<file path="src/hdl/pcd_pkg.sv">
// Shared constants for the loop divider chain: register map, fields, reset values.
// What this block does
// - Pre-scale and feedback divides span 2 to 1022.
// - Separate high and low counts, each 1-511.
// - Divide ratio equals high plus low count.
// - Pre-scale counter divides with its own high and low counts, so it shapes duty too.
// - Post-scale counters offer an even-split waveform.
// - Halving stage divides by two or bypasses.
// - Each output has its own post-scale counter.
// - Oscillator runs at input times feedback over pre-scale.
// - Modulator varies feedback divide cycle by cycle.
// - Fractional divide is high plus low plus fraction.
// - Fraction is numerator over two to width.
// - Integer mode: whole divide, modulator disabled.
// - Feedback counter output drives feedback clock pin.
// - Loop reset holds counters and clears outputs.
package pcd_pkg;
   localparam int          PCD_CNT_W       = 9;
   localparam int          PCD_ADR_W       = 8;
   localparam int          PCD_NUM_OUT     = 4;
   localparam logic [7:0]  PCD_ADR_CTRL    = 8'h00;
   localparam logic [7:0]  PCD_ADR_PRE     = 8'h04;
   localparam logic [7:0]  PCD_ADR_MUL     = 8'h08;
   localparam logic [7:0]  PCD_ADR_FRAC    = 8'h0C;
   localparam logic [7:0]  PCD_ADR_STATUS  = 8'h10;
   localparam logic [7:0]  PCD_ADR_OUT0    = 8'h20;
   localparam int          PCD_CTRL_RST    = 0;
   localparam int          PCD_CTRL_FRAC   = 1;
   localparam int          PCD_CTRL_HALVE  = 2;
   localparam int          PCD_CTRL_WID_LO = 4;
   localparam int          PCD_HI_LSB      = 0;
   localparam int          PCD_LO_LSB      = 16;
   localparam logic [31:0] PCD_CTRL_RESET  = 32'h0000_0001;
   localparam logic [31:0] PCD_CNT_RESET   = 32'h0001_0001;
   localparam logic [31:0] PCD_FRAC_RESET  = 32'h0000_0000;
   localparam logic [1:0]  PCD_WID_8       = 2'h0;
   localparam logic [1:0]  PCD_WID_16      = 2'h1;
   localparam logic [1:0]  PCD_WID_24      = 2'h2;
   localparam logic [1:0]  PCD_WID_32      = 2'h3;
endpackage : pcd_pkg

</file>
<file path="src/hdl/pcd_divider_chain.sv">
// Top of the loop divider chain: bus registers, pre-scale, feedback, halving, outputs.
//
// Design decisions made here: the register offsets and the Wishbone register port.
`timescale 1ns/1ps
module pcd_divider_chain
   import pcd_pkg::*;
#(
   parameter int NUM_OUT = PCD_NUM_OUT
) (
   input  wire logic                 I_CLK,
   input  wire logic                 I_RST_N,
   input  wire logic                 I_REF,
   input  wire logic                 I_LOOP_RESET,
   input  wire logic                 I_WB_CYC,
   input  wire logic                 I_WB_STB,
   input  wire logic                 I_WB_WE,
   input  wire logic [PCD_ADR_W-1:0] I_WB_ADR,
   input  wire logic [3:0]           I_WB_SEL,
   input  wire logic [31:0]          I_WB_DAT,
   output logic      [31:0]          O_WB_DAT,
   output logic                      O_WB_ACK,
   output logic                      O_REF_DIV,
   output logic                      O_FB_CLK,
   output logic                      O_IN_RESET,
   output logic      [NUM_OUT-1:0]   O_CLK_OUT
);
   // Software-side settings, written at any time.
   logic [31:0] ctrl_q, ctrl_d, pre_q, pre_d, mul_q, mul_d, frac_q, frac_d;
   logic [31:0] out_q [NUM_OUT];
   logic [31:0] out_d [NUM_OUT];
   logic        ack_q, ack_d;
   logic [31:0] rdat_q, rdat_d;

   // Settings the counters actually use.
   logic [31:0] a_ctrl_q, a_ctrl_d, a_pre_q, a_pre_d, a_mul_q, a_mul_d, a_frac_q, a_frac_d;
   logic [31:0] a_out_q [NUM_OUT];
   logic [31:0] a_out_d [NUM_OUT];

   logic [2:0]  ref_sync_q, ref_sync_d;
   logic        ref_lvl_q, ref_lvl_d;
   logic [2:0]  lrst_sync_q, lrst_sync_d;
   logic        lrst_lvl_q, lrst_lvl_d;
   logic        loop_rst_q, loop_rst_d;
   logic        halve_q, halve_d;
   logic [32:0] acc_q, acc_d;
   logic        ext_q, ext_d;

   logic        ref_rise, post_tick, m_wrap, n_level, m_level;
   logic        req, wr;
   logic [31:0] wmask;
   logic [32:0] sum;
   logic        carry;
   logic [NUM_OUT-1:0] c_level;

   // Pin synchronisers: the first stage feeds only the second.
   always_comb begin
      ref_sync_d  = {ref_sync_q[1:0], I_REF};
      lrst_sync_d = {lrst_sync_q[1:0], I_LOOP_RESET};
      ref_lvl_d   = (ref_sync_q[1] == ref_sync_q[2]) ? ref_sync_q[2] : ref_lvl_q;
      lrst_lvl_d  = (lrst_sync_q[1] == lrst_sync_q[2]) ? lrst_sync_q[2] : lrst_lvl_q;
      ref_rise    = ref_lvl_d & ~ref_lvl_q;
   end

   always_ff @(posedge I_CLK) begin
      if (!I_RST_N) begin
         ref_sync_q  <= 3'h0;
         lrst_sync_q <= 3'h0;
         ref_lvl_q   <= 1'b0;
         lrst_lvl_q  <= 1'b0;
      end else begin
         ref_sync_q  <= ref_sync_d;
         lrst_sync_q <= lrst_sync_d;
         ref_lvl_q   <= ref_lvl_d;
         lrst_lvl_q  <= lrst_lvl_d;
      end
   end

   // Wishbone slave: every access is acked one cycle after it is seen.
   always_comb begin
      req   = I_WB_CYC & I_WB_STB & ~ack_q;
      wr    = req & I_WB_WE;
      wmask = {{8{I_WB_SEL[3]}}, {8{I_WB_SEL[2]}}, {8{I_WB_SEL[1]}}, {8{I_WB_SEL[0]}}};
      ack_d  = req;
      ctrl_d = ctrl_q;
      pre_d  = pre_q;
      mul_d  = mul_q;
      frac_d = frac_q;
      rdat_d = 32'h0000_0000;
      for (int i = 0; i < NUM_OUT; i++) begin
         out_d[i] = out_q[i];
      end
      if (I_WB_ADR == PCD_ADR_CTRL) begin
         rdat_d = ctrl_q;
         if (wr) ctrl_d = (ctrl_q & ~wmask) | (I_WB_DAT & wmask);
      end else if (I_WB_ADR == PCD_ADR_PRE) begin
         rdat_d = pre_q;
         if (wr) pre_d = (pre_q & ~wmask) | (I_WB_DAT & wmask);
      end else if (I_WB_ADR == PCD_ADR_MUL) begin
         rdat_d = mul_q;
         if (wr) mul_d = (mul_q & ~wmask) | (I_WB_DAT & wmask);
      end else if (I_WB_ADR == PCD_ADR_FRAC) begin
         rdat_d = frac_q;
         if (wr) frac_d = (frac_q & ~wmask) | (I_WB_DAT & wmask);
      end else if (I_WB_ADR == PCD_ADR_STATUS) begin
         rdat_d = {28'h000_0000 | 28'(c_level), 1'b0, m_level, n_level, loop_rst_q};
      end else begin
         for (int i = 0; i < NUM_OUT; i++) begin
            if (I_WB_ADR == PCD_ADR_OUT0 + 8'(4 * i)) begin
               rdat_d = out_q[i];
               if (wr) out_d[i] = (out_q[i] & ~wmask) | (I_WB_DAT & wmask);
            end
         end
      end
      // Field widths are fixed by the bit layout; unused bits read as zero.
      ctrl_d = ctrl_d & 32'h0000_0037;
      pre_d  = pre_d & 32'h01FF_01FF;
      mul_d  = mul_d & 32'h01FF_01FF;
      for (int i = 0; i < NUM_OUT; i++) begin
         out_d[i] = out_d[i] & 32'h01FF_01FF;
      end
      if (!req || I_WB_WE) rdat_d = 32'h0000_0000;
   end

   always_ff @(posedge I_CLK) begin
      if (!I_RST_N) begin
         ack_q  <= 1'b0;
         rdat_q <= 32'h0000_0000;
         ctrl_q <= PCD_CTRL_RESET;
         pre_q  <= PCD_CNT_RESET;
         mul_q  <= PCD_CNT_RESET;
         frac_q <= PCD_FRAC_RESET;
         for (int i = 0; i < NUM_OUT; i++) out_q[i] <= PCD_CNT_RESET;
      end else begin
         ack_q  <= ack_d;
         rdat_q <= rdat_d;
         ctrl_q <= ctrl_d;
         pre_q  <= pre_d;
         mul_q  <= mul_d;
         frac_q <= frac_d;
         for (int i = 0; i < NUM_OUT; i++) out_q[i] <= out_d[i];
      end
   end

   // Loop reset and setting transfer. Settings move into the counters only while
   // the loop is held, so a rewrite can never cut a phase short mid-period.
   always_comb begin
      loop_rst_d = ctrl_q[PCD_CTRL_RST] | lrst_lvl_q;
      a_ctrl_d = a_ctrl_q;
      a_pre_d  = a_pre_q;
      a_mul_d  = a_mul_q;
      a_frac_d = a_frac_q;
      for (int i = 0; i < NUM_OUT; i++) a_out_d[i] = a_out_q[i];
      if (loop_rst_q) begin
         a_ctrl_d = ctrl_q;
         a_pre_d  = pre_q;
         a_mul_d  = mul_q;
         a_frac_d = frac_q;
         for (int i = 0; i < NUM_OUT; i++) a_out_d[i] = out_q[i];
      end
   end

   always_ff @(posedge I_CLK) begin
      if (!I_RST_N) begin
         loop_rst_q <= 1'b1;
         a_ctrl_q   <= PCD_CTRL_RESET;
         a_pre_q    <= PCD_CNT_RESET;
         a_mul_q    <= PCD_CNT_RESET;
         a_frac_q   <= PCD_FRAC_RESET;
         for (int i = 0; i < NUM_OUT; i++) a_out_q[i] <= PCD_CNT_RESET;
      end else begin
         loop_rst_q <= loop_rst_d;
         a_ctrl_q   <= a_ctrl_d;
         a_pre_q    <= a_pre_d;
         a_mul_q    <= a_mul_d;
         a_frac_q   <= a_frac_d;
         for (int i = 0; i < NUM_OUT; i++) a_out_q[i] <= a_out_d[i];
      end
   end

   // Fraction modulator: first-order accumulator whose carry lengthens the next
   // feedback period by one count. Cheap, at the price of periodic spurs.
   always_comb begin
      sum   = acc_q + {1'b0, a_frac_q};
      carry = 1'b0;
      case (a_ctrl_q[PCD_CTRL_WID_LO +: 2])
         PCD_WID_8: begin
            sum   = {25'h000_0000, acc_q[7:0]} + {25'h000_0000, a_frac_q[7:0]};
            carry = sum[8];
            sum   = sum & 33'h0_0000_00FF;
         end
         PCD_WID_16: begin
            sum   = {17'h0_0000, acc_q[15:0]} + {17'h0_0000, a_frac_q[15:0]};
            carry = sum[16];
            sum   = sum & 33'h0_0000_FFFF;
         end
         PCD_WID_24: begin
            sum   = {9'h000, acc_q[23:0]} + {9'h000, a_frac_q[23:0]};
            carry = sum[24];
            sum   = sum & 33'h0_00FF_FFFF;
         end
         default: begin
            carry = sum[32];
            sum   = sum & 33'h0_FFFF_FFFF;
         end
      endcase
      acc_d = acc_q;
      ext_d = ext_q;
      if (loop_rst_q || !a_ctrl_q[PCD_CTRL_FRAC]) begin
         acc_d = 33'h0_0000_0000;
         ext_d = 1'b0;
      end else if (m_wrap) begin
         acc_d = sum;
         ext_d = carry;
      end
   end

   always_ff @(posedge I_CLK) begin
      if (!I_RST_N) begin
         acc_q <= 33'h0_0000_0000;
         ext_q <= 1'b0;
      end else begin
         acc_q <= acc_d;
         ext_q <= ext_d;
      end
   end

   // Halving stage: the oscillator tick is every clock cycle.
   always_comb begin
      halve_d   = loop_rst_q ? 1'b0 : ~halve_q;
      post_tick = a_ctrl_q[PCD_CTRL_HALVE] ? halve_q : 1'b1;
   end

   always_ff @(posedge I_CLK) begin
      if (!I_RST_N) halve_q <= 1'b0;
      else halve_q <= halve_d;
   end

   // Pre-scale divides the reference edges; its level follows its own high and low counts.
   // The analogue loop outside closes on the ratio of feedback to pre-scale.
   pcd_phase_counter #(.W(PCD_CNT_W)) u_pre (
      .i_clk   (I_CLK),
      .i_rst_n (I_RST_N),
      .i_clr   (loop_rst_q),
      .i_en    (ref_rise),
      .i_hi    (a_pre_q[PCD_HI_LSB +: PCD_CNT_W]),
      .i_lo    (a_pre_q[PCD_LO_LSB +: PCD_CNT_W]),
      .i_ext   (1'b0),
      .o_level (n_level),
      .o_wrap  ()
   );

   pcd_phase_counter #(.W(PCD_CNT_W)) u_mul (
      .i_clk   (I_CLK),
      .i_rst_n (I_RST_N),
      .i_clr   (loop_rst_q),
      .i_en    (1'b1),
      .i_hi    (a_mul_q[PCD_HI_LSB +: PCD_CNT_W]),
      .i_lo    (a_mul_q[PCD_LO_LSB +: PCD_CNT_W]),
      .i_ext   (ext_q),
      .o_level (m_level),
      .o_wrap  (m_wrap)
   );

   // Equal high and low counts give the even-split waveform.
   for (genvar g = 0; g < NUM_OUT; g++) begin : g_post
      pcd_phase_counter #(.W(PCD_CNT_W)) u_post (
         .i_clk   (I_CLK),
         .i_rst_n (I_RST_N),
         .i_clr   (loop_rst_q),
         .i_en    (post_tick),
         .i_hi    (a_out_q[g][PCD_HI_LSB +: PCD_CNT_W]),
         .i_lo    (a_out_q[g][PCD_LO_LSB +: PCD_CNT_W]),
         .i_ext   (1'b0),
         .o_level (c_level[g]),
         .o_wrap  ()
      );
   end

   always_ff @(posedge I_CLK) begin
      if (!I_RST_N) begin
         O_REF_DIV  <= 1'b0;
         O_FB_CLK   <= 1'b0;
         O_IN_RESET <= 1'b1;
         O_CLK_OUT  <= '0;
      end else begin
         O_REF_DIV  <= n_level;
         O_FB_CLK   <= m_level;
         O_IN_RESET <= loop_rst_q;
         O_CLK_OUT  <= c_level;
      end
   end

   assign O_WB_ACK = ack_q;
   assign O_WB_DAT = rdat_q;
endmodule : pcd_divider_chain

</file>
<file path="src/hdl/pcd_phase_counter.sv">
// One high/low phase divider stepped by a clock enable.
`timescale 1ns/1ps
module pcd_phase_counter
   import pcd_pkg::*;
#(
   parameter int W = PCD_CNT_W
) (
   input  wire logic         i_clk,
   input  wire logic         i_rst_n,
   input  wire logic         i_clr,
   input  wire logic         i_en,
   input  wire logic [W-1:0] i_hi,
   input  wire logic [W-1:0] i_lo,
   input  wire logic         i_ext,
   output logic              o_level,
   output logic              o_wrap
);
   logic [W:0] cnt_q, cnt_d;
   logic       level_q, level_d;
   logic       wrap_q, wrap_d;
   logic [W:0] hi_lim, lo_lim;

   always_comb begin
      // A zero count is illegal; it is run as one so the counter never stalls.
      hi_lim = (i_hi == '0) ? (W+1)'(1) : {1'b0, i_hi};
      lo_lim = ((i_lo == '0) ? (W+1)'(1) : {1'b0, i_lo}) + (W+1)'(i_ext);
      cnt_d   = cnt_q;
      level_d = level_q;
      wrap_d  = 1'b0;
      if (i_clr) begin
         cnt_d   = '0;
         level_d = 1'b0;
      end else if (i_en) begin
         cnt_d = cnt_q + (W+1)'(1);
         if (level_q && cnt_d >= hi_lim) begin
            level_d = 1'b0;
            cnt_d   = '0;
         end else if (!level_q && cnt_d >= lo_lim) begin
            level_d = 1'b1;
            cnt_d   = '0;
            wrap_d  = 1'b1;
         end
      end
   end

   always_ff @(posedge i_clk) begin
      if (!i_rst_n) begin
         cnt_q   <= '0;
         level_q <= 1'b0;
         wrap_q  <= 1'b0;
      end else begin
         cnt_q   <= cnt_d;
         level_q <= level_d;
         wrap_q  <= wrap_d;
      end
   end

   assign o_level = level_q;
   assign o_wrap  = wrap_q;
endmodule : pcd_phase_counter

</file>
<file path="config.mk">
export PLATFORM = sky130hd
export DESIGN_NAME = pcd_divider_chain
export DESIGN_NICKNAME = d
export VERILOG_FILES = /design/src/hdl/pcd_pkg.sv /design/src/hdl/pcd_divider_chain.sv /design/src/hdl/pcd_phase_counter.sv
export SDC_FILE = /design/constraint.sdc
export NUM_CORES = 1
export LEC_CHECK = 0
export BUFFER_PORTS_ARGS = -buffer_cell sky130_fd_sc_hd__buf_2
export CAP_MARGIN = 20
export CORE_MARGIN = 5
export CORE_UTILIZATION = 45
export DETAILED_ROUTE_END_ITERATION = 6
export GPL_ROUTABILITY_DRIVEN = 0
export SETUP_SLACK_MARGIN = 0.05
export SLEW_MARGIN = 0
export SYNTH_ARGS = -nofsm -noshare
export SYNTH_HDL_FRONTEND = slang
export SYNTH_SLANG_ARGS = --single-unit
</file>
<file path="constraint.sdc">
create_clock -name I_CLK -period 3.6 [get_ports I_CLK]
set_clock_uncertainty 0.1 [all_clocks]
set_input_delay 0 -clock I_CLK [delete_from_list [all_inputs] [get_ports I_CLK]]
set_output_delay 0 -clock I_CLK [all_outputs]
set_load 0.02 [all_outputs]
</file>
# Yosys cells after proc, flatten, opt, wreduce, memory -nomap -nowiden
# Memory sizes are Yosys's and may differ from the RTL's.
# Cells that the tools add are included.
dict set report word_totals {
  regBits 312
  latchBits 0
  ram_bits 200
  rom_bits 0
  inputBits 51
  output_inout_bits 40
  wordCells 235
  n_memories 2
}
dict set report classes {
  n_addsub 11
  n_mul 0
  div 0
  n_lt_le_gt_ge 12
  eq_ne 12
  shift 0
  mux 70
  bitwise_logic 38
  n_reduce_logical 55
}
# memory depth width rd rd_ports_with_merged_regs wr line_no
set mem_list {}
lappend mem_list {a_out_q 4 32 4 0 4 pcd_divider_chain.sv:36} ;# logic [31:0] a_out_q [NUM_OUT];
lappend mem_list {out_q 4 18 4 0 4 pcd_divider_chain.sv:29} ;# logic [31:0] out_q [NUM_OUT];
# cell count
set ops {}
lappend ops {{$mux 32} 19}
lappend ops {{$mux 121} 5}
lappend ops {{$and 32x32->32} 5}
lappend ops {{$mux 128} 1}
lappend ops {{$or 32x32->32} 4}
lappend ops {{$ge 10x10->1} 12}
lappend ops {{$logic_not 9->1} 12}
lappend ops {{$mux 9} 12}
lappend ops {{$mux 10} 10}
lappend ops {{$pmux 32 s3} 1}
lappend ops {{$and 25x25->25} 3}
lappend ops {{$or 25x25->25} 3}
lappend ops {{$mux 18} 4}
lappend ops {{$add 10x1->10 const B} 6}
lappend ops {{$mux 25} 2}
lappend ops {{$add 33x32->33} 1}
lappend ops {{$eq 8x6->1 const B} 4}
lappend ops {{$not 32->32} 1}
lappend ops {{$add 24x24->25} 1}
lappend ops {{$add 16x16->17} 1}
lappend ops {{$eq 8x4->1 const B} 2}
lappend ops {{$mux 1} 15}
lappend ops {{$logic_and 1x1->1} 12}
lappend ops {{$reduce_and 2->1} 6}
lappend ops {{24 further kinds} 56}

# Depth between registers and ports, before layout
dict set report logic_depth {
  word_depth 11
  mapped_depth 14
  mapped_depth_nobuf 13
}

# Cells and area by module
# From an unflattened synthesis, not the netlist that was laid out.
dict set report hier_totals {
  cells_unflattened 2615
  area_unflattened_um2 24065.6
}
# module n_inst cells_per_inst area_each_um2 seq_area_each_um2
set by_module_without_submodules {}
lappend by_module_without_submodules {pcd_divider_chain 1 1636 15852.7 7447.1}
lappend by_module_without_submodules {{pcd_phase_counter (g_post[0].u_post ...)} 5 163 1360.1 240.2}
lappend by_module_without_submodules {{pcd_phase_counter (g_post[1].u_post)} 1 164 1412.6 240.2}

# Worst setup path after synthesis
# OpenSTA, ideal clock, no wires.
dict set report synth_timing {
  kind {register to register}
  from {reg a_mul_q[17]}
  to {reg u_mul.cnt_q[1]}
  setup_time_ns 0.076
  arrival_time_ns 2.759
  setup_slack_ns 0.665
  path_stages_with_launch 15
  path_buffers 1
  path_cell_list {dfxtp_1 > nor4_1 > a21o_1 > ha_1 > ha_1 > inv_1 > ha_1 > a21o_1 > a21o_1 > a211oi_1 > o21ai_0 > a221o_1 > nand2b_1 > clkbuf_1 > a21boi_0}
}
dict set report synth_between {
  elab_chain_cells 6
}
# element line_no
set synth_lines {}
lappend synth_lines {{from (decl)} pcd_divider_chain.sv:35} ;# logic [31:0] a_ctrl_q, a_ctrl_d, a_pre_q, a_pre_d, a_mul_q, a_mul_d, a_frac_q, a_frac_d;
lappend synth_lines {{from (signal assigned)} pcd_divider_chain.sv:174} ;# a_mul_q <= a_mul_d;
lappend synth_lines {{$logic_not 9->1} pcd_phase_counter.sv:26} ;# lo_lim = ((i_lo == '0) ? (W+1)'(1) : {1'b0, i_lo}) + (W+1)'(i_ext);
lappend synth_lines {{$mux 9 *} pcd_phase_counter.sv:26}
lappend synth_lines {{$add 10x1->10 *} pcd_phase_counter.sv:26}
lappend synth_lines {{$ge 10x10->1 *} pcd_phase_counter.sv:38} ;# end else if (!level_q && cnt_d >= lo_lim) begin
lappend synth_lines {{$logic_and 1x1->1 *} pcd_phase_counter.sv:38}
lappend synth_lines {{$reduce_or 4->1 (no source line) *} --}
lappend synth_lines {{to (signal assigned)} pcd_phase_counter.sv:52} ;# cnt_q <= cnt_d;
lappend synth_lines {{to (decl)} pcd_phase_counter.sv:18} ;# logic [W:0] cnt_q, cnt_d;
# Every way passes the cells marked *; elsewhere a longest branch is shown, timed or not.
# A chain may end at the register's enable or synchronous reset.

==> impl_metrics.json <==
{
  "ys.flop_type": "dfxtp_1",
  "finalSetupViolations": 0,
  "num_rows": 82,
  "cts.htree.levels": 2,
  "avgSynthCellArea_um2": 8.85,
  "placed_cells": 3201,
  "nets": 2851,
  "hold_start": "I_WB_CYC",
  "worstSetupEndpointType": "register",
  "instances_no_fill": 3362,
  "layout_min_cycle_time_ps": 3400,
  "clkTransAtPathRegs_ps": 60,
  "worstSetupPathType": "input pin to register",
  "grt-ovfl-total": 0,
  "ys_warn_count": 0,
  "ys_seq_area_frac": 0.390,
  "wirelength_um": 64900,
  "regToRegSetupSlack_ps": 340,
  "synth-seq-cells": 439,
  "syn_area_um2": 22500,
  "ys_types": 76,
  "grt_max_degree": 135,
  "clock_power_share": 0.503,
  "cts_max_path_buffers": 3,
  "grt_pass1_vias": 17900,
  "grt_first_pass_wirelength_um": 101000,
  "synth_common_cells": "439 x dfxtp_1, 288 x nand2_1, 210 x nand3_1",
  "swShare": 0.217,
  "finalPower_mw": 10.4,
  "dp_hpwl_um": 46200,
  "dieArea_um2": 54600,
  "cp.required_ps": 4010,
  "relSlewSlack": 0.330,
  "netlist.area_leader.share": 0.390,
  "leakage_nw": 10.7,
  "synth_fp_nets": 2744,
  "synth_area_leader_cell": "dfxtp_1",
  "area_growth_pct": 15.4,
  "tns_ps": 0,
  "status": "completed",
  "worst_slew_pin_slew_ps": 994,
  "synth.most_common_cell": "dfxtp_1",
  "drc": 0,
  "initialDrtViolationCount": 1637,
  "utilization": 0.521,
  "postSynthCellCount": 2543,
  "powerDensity_nw_per_um2": 401,
  "report.final.slew_viol_count": 0,
  "viasPerCell": 5.54,
  "grtUsageTotal": 0.233,
  "root_buffer": "clkbuf_16",
  "antenna_found_initial": 4,
  "drt-pass1-iter-count": 6,
  "fp.dieH_um": 234,
  "whs_path_depth": 7,
  "p_seq_frac": 0.467,
  "cts_tree": "done",
  "reg2reg_from": "a_mul_q[21]",
  "vias": 18600,
  "arrival_ps": 3810,
  "synthTopCellsByArea": "dfxtp_1 39%, ha_1 8.3%, mux2i_1 8.0%, nand2_1 4.8%, nand3_1 4.7%",
  "hold_violations": 0,
  "wl_per_cell_um": 19.3,
  "drv_cap": 0,
  "synth_edf_count": 0,
  "internal_power_mw": 8.15,
  "hp-class": "input pin to register",
  "fillers": 4650,
  "period_share": 0.945,
  "p_switching_mw": 2.26,
  "drive_gt1_frac": 0.0938,
  "r2r_end": "u_mul.cnt_q[2]",
  "clock-sinks": 439,
  "holdWs_ps": 12.3,
  "drtAntennaViolNets": 0,
  "portBuffers": 90,
  "crit_fanout": 21,
  "cts_made_buffers": 49,
  "clk_latency_ps": 590,
  "r2r_cells": 13,
  "ir_worst_vdd_mv": 0.337,
  "ioPinCount": 91,
  "initial_utilization": 0.451,
  "core_um2": 49900,
  "p_comb_frac": 0.030,
  "max_freq_ghz": 0.294,
  "critPathLaunchType": "input pin",
  "dieWidth_um": 234,
  "synthArstFlopShare": 0,
  "rsz0062_at_grt": "false"
}
[cell type report]
type	instances	area, µm²	area share
inverter	107	402	0.0155
clock buffer	70	1500	0.0576
sequential	439	8790	0.338
timing repair buffer	198	1450	0.0560
tap	672	841	0.0324
multi-input combinational	1855	12800	0.492
clock inverter	19	211	0.00814
antenna	2	5.00	0.000193
[cells by family (layout without fill, tap and decap cells)]
| kind of cell | Yosys count | count (layout) | synth area share |
|---|---|---|---|
| XOR/XNOR | 118 | 118 | 0.0459 |
| AO/OA/AOI/OAI | 468 | 468 | 0.149 |
| multiplexers | 182 | 182 | 0.0826 |
| AND/OR/NAND/NOR | 937 | 937 | 0.205 |
| flip-flops | 439 | 439 | 0.390 |
| adder cells (fa/ha/maj) | 150 | 150 | 0.0837 |
| other | 0 | 2 | 0 |
| buffers and inverters | 249 | 394 | 0.0432 |
[cells in the final DEF, fill, tap and decap left out, types with 16 or more instances in the layout]
master | synthesis | final
a21o_1 | 58 | 58
nor2_1 | 111 | 110
xor2_1 | 68 | 68
buf_4 | 5 | 40
and2_1 | 31 | 31
nor3_1 | 55 | 52
o21ai_0 | 54 | 53
a21oi_1 | 66 | 66
a21boi_0 | 129 | 129
nand2b_1 | 23 | 23
a211oi_1 | 20 | 20
ha_1 | 149 | 149
clkbuf_16 | 0 | 51
mux2i_1 | 179 | 179
inv_1 | 106 | 106
nand3_1 | 210 | 210
a221oi_1 | 16 | 16
nand2_1 | 288 | 288
dfxtp_1 | 439 | 438
a22oi_1 | 16 | 16
buf_2 | 15 | 89
dlygate4sd3_1 | 0 | 65
nor2b_1 | 152 | 151
xnor2_1 | 50 | 50
[layer usage]
metal | part of all wire | up-vias | GRT usage
li1 | - | 9093 | -
met1 | 0.45 | 8862 | 0.312
met2 | 0.46 | 542 | 0.381
met3 | 0.068 | 110 | 0.0469
met4 | 0.028 | 4 | 0.0672
met5 | 0.00022 | - | 0
[worst max path at each step]
stage,to,start
4_1_cts,register,I_WB_ADR[6]
3_3_place_gp,g_post[2].u_post.cnt_q[9],g_post[2].u_post.cnt_q[0]
2_1_floorplan,u_mul.cnt_q[1],a_mul_q[17]
3_5_place_dp,u_mul.cnt_q[2],a_mul_q[21]
5_1_grt,register,I_WB_ADR[6]
6_report,register,I_WB_ADR[6]
[power by group through the flow]
| stage | clock [mW] | sequential, mW | combinational, mW |
|---|---|---|---|
| after floorplan | 0 | 4.97 | 0.139 |
| after global placement | 0 | 4.97 | 0.257 |
| after detailed placement | 0 | 4.97 | 0.259 |
| after CTS | 5.34 | 4.86 | 0.298 |
| after global routing | 5.54 | 4.86 | 0.320 |
| final | 5.24 | 4.86 | 0.308 |
[critical path, cell delays in order]
cell and delay [ps]:
dlygate4sd3_1 540, buf_2 120, or4_4 480, dlygate4sd3_1 670
nor3_4 320, nand3_4 180, nor3_4 390, buf_6 260
nand3_1 110, dlygate4sd3_1 580, a21boi_0 140
[per-stage QoR]
step / cell area (µm²) / setup slack (ps)
finish: 26000 / 198
global route: 26000 / 50.5
CTS: 25900 / 75.7
detailed placement: 23500 / 370
global placement: 23500 / 532
floorplan: 22500 / 665
[repair_timing]
item	4_1_cts	5_1_grt
buffers inserted	0	3
resized for setup	0	3
endpoints found under the hold margin	160	0
hold buffers	65	0
endpoints found under the setup margin	0	17
No activity file was read; power rests on OpenSTA's default activity.
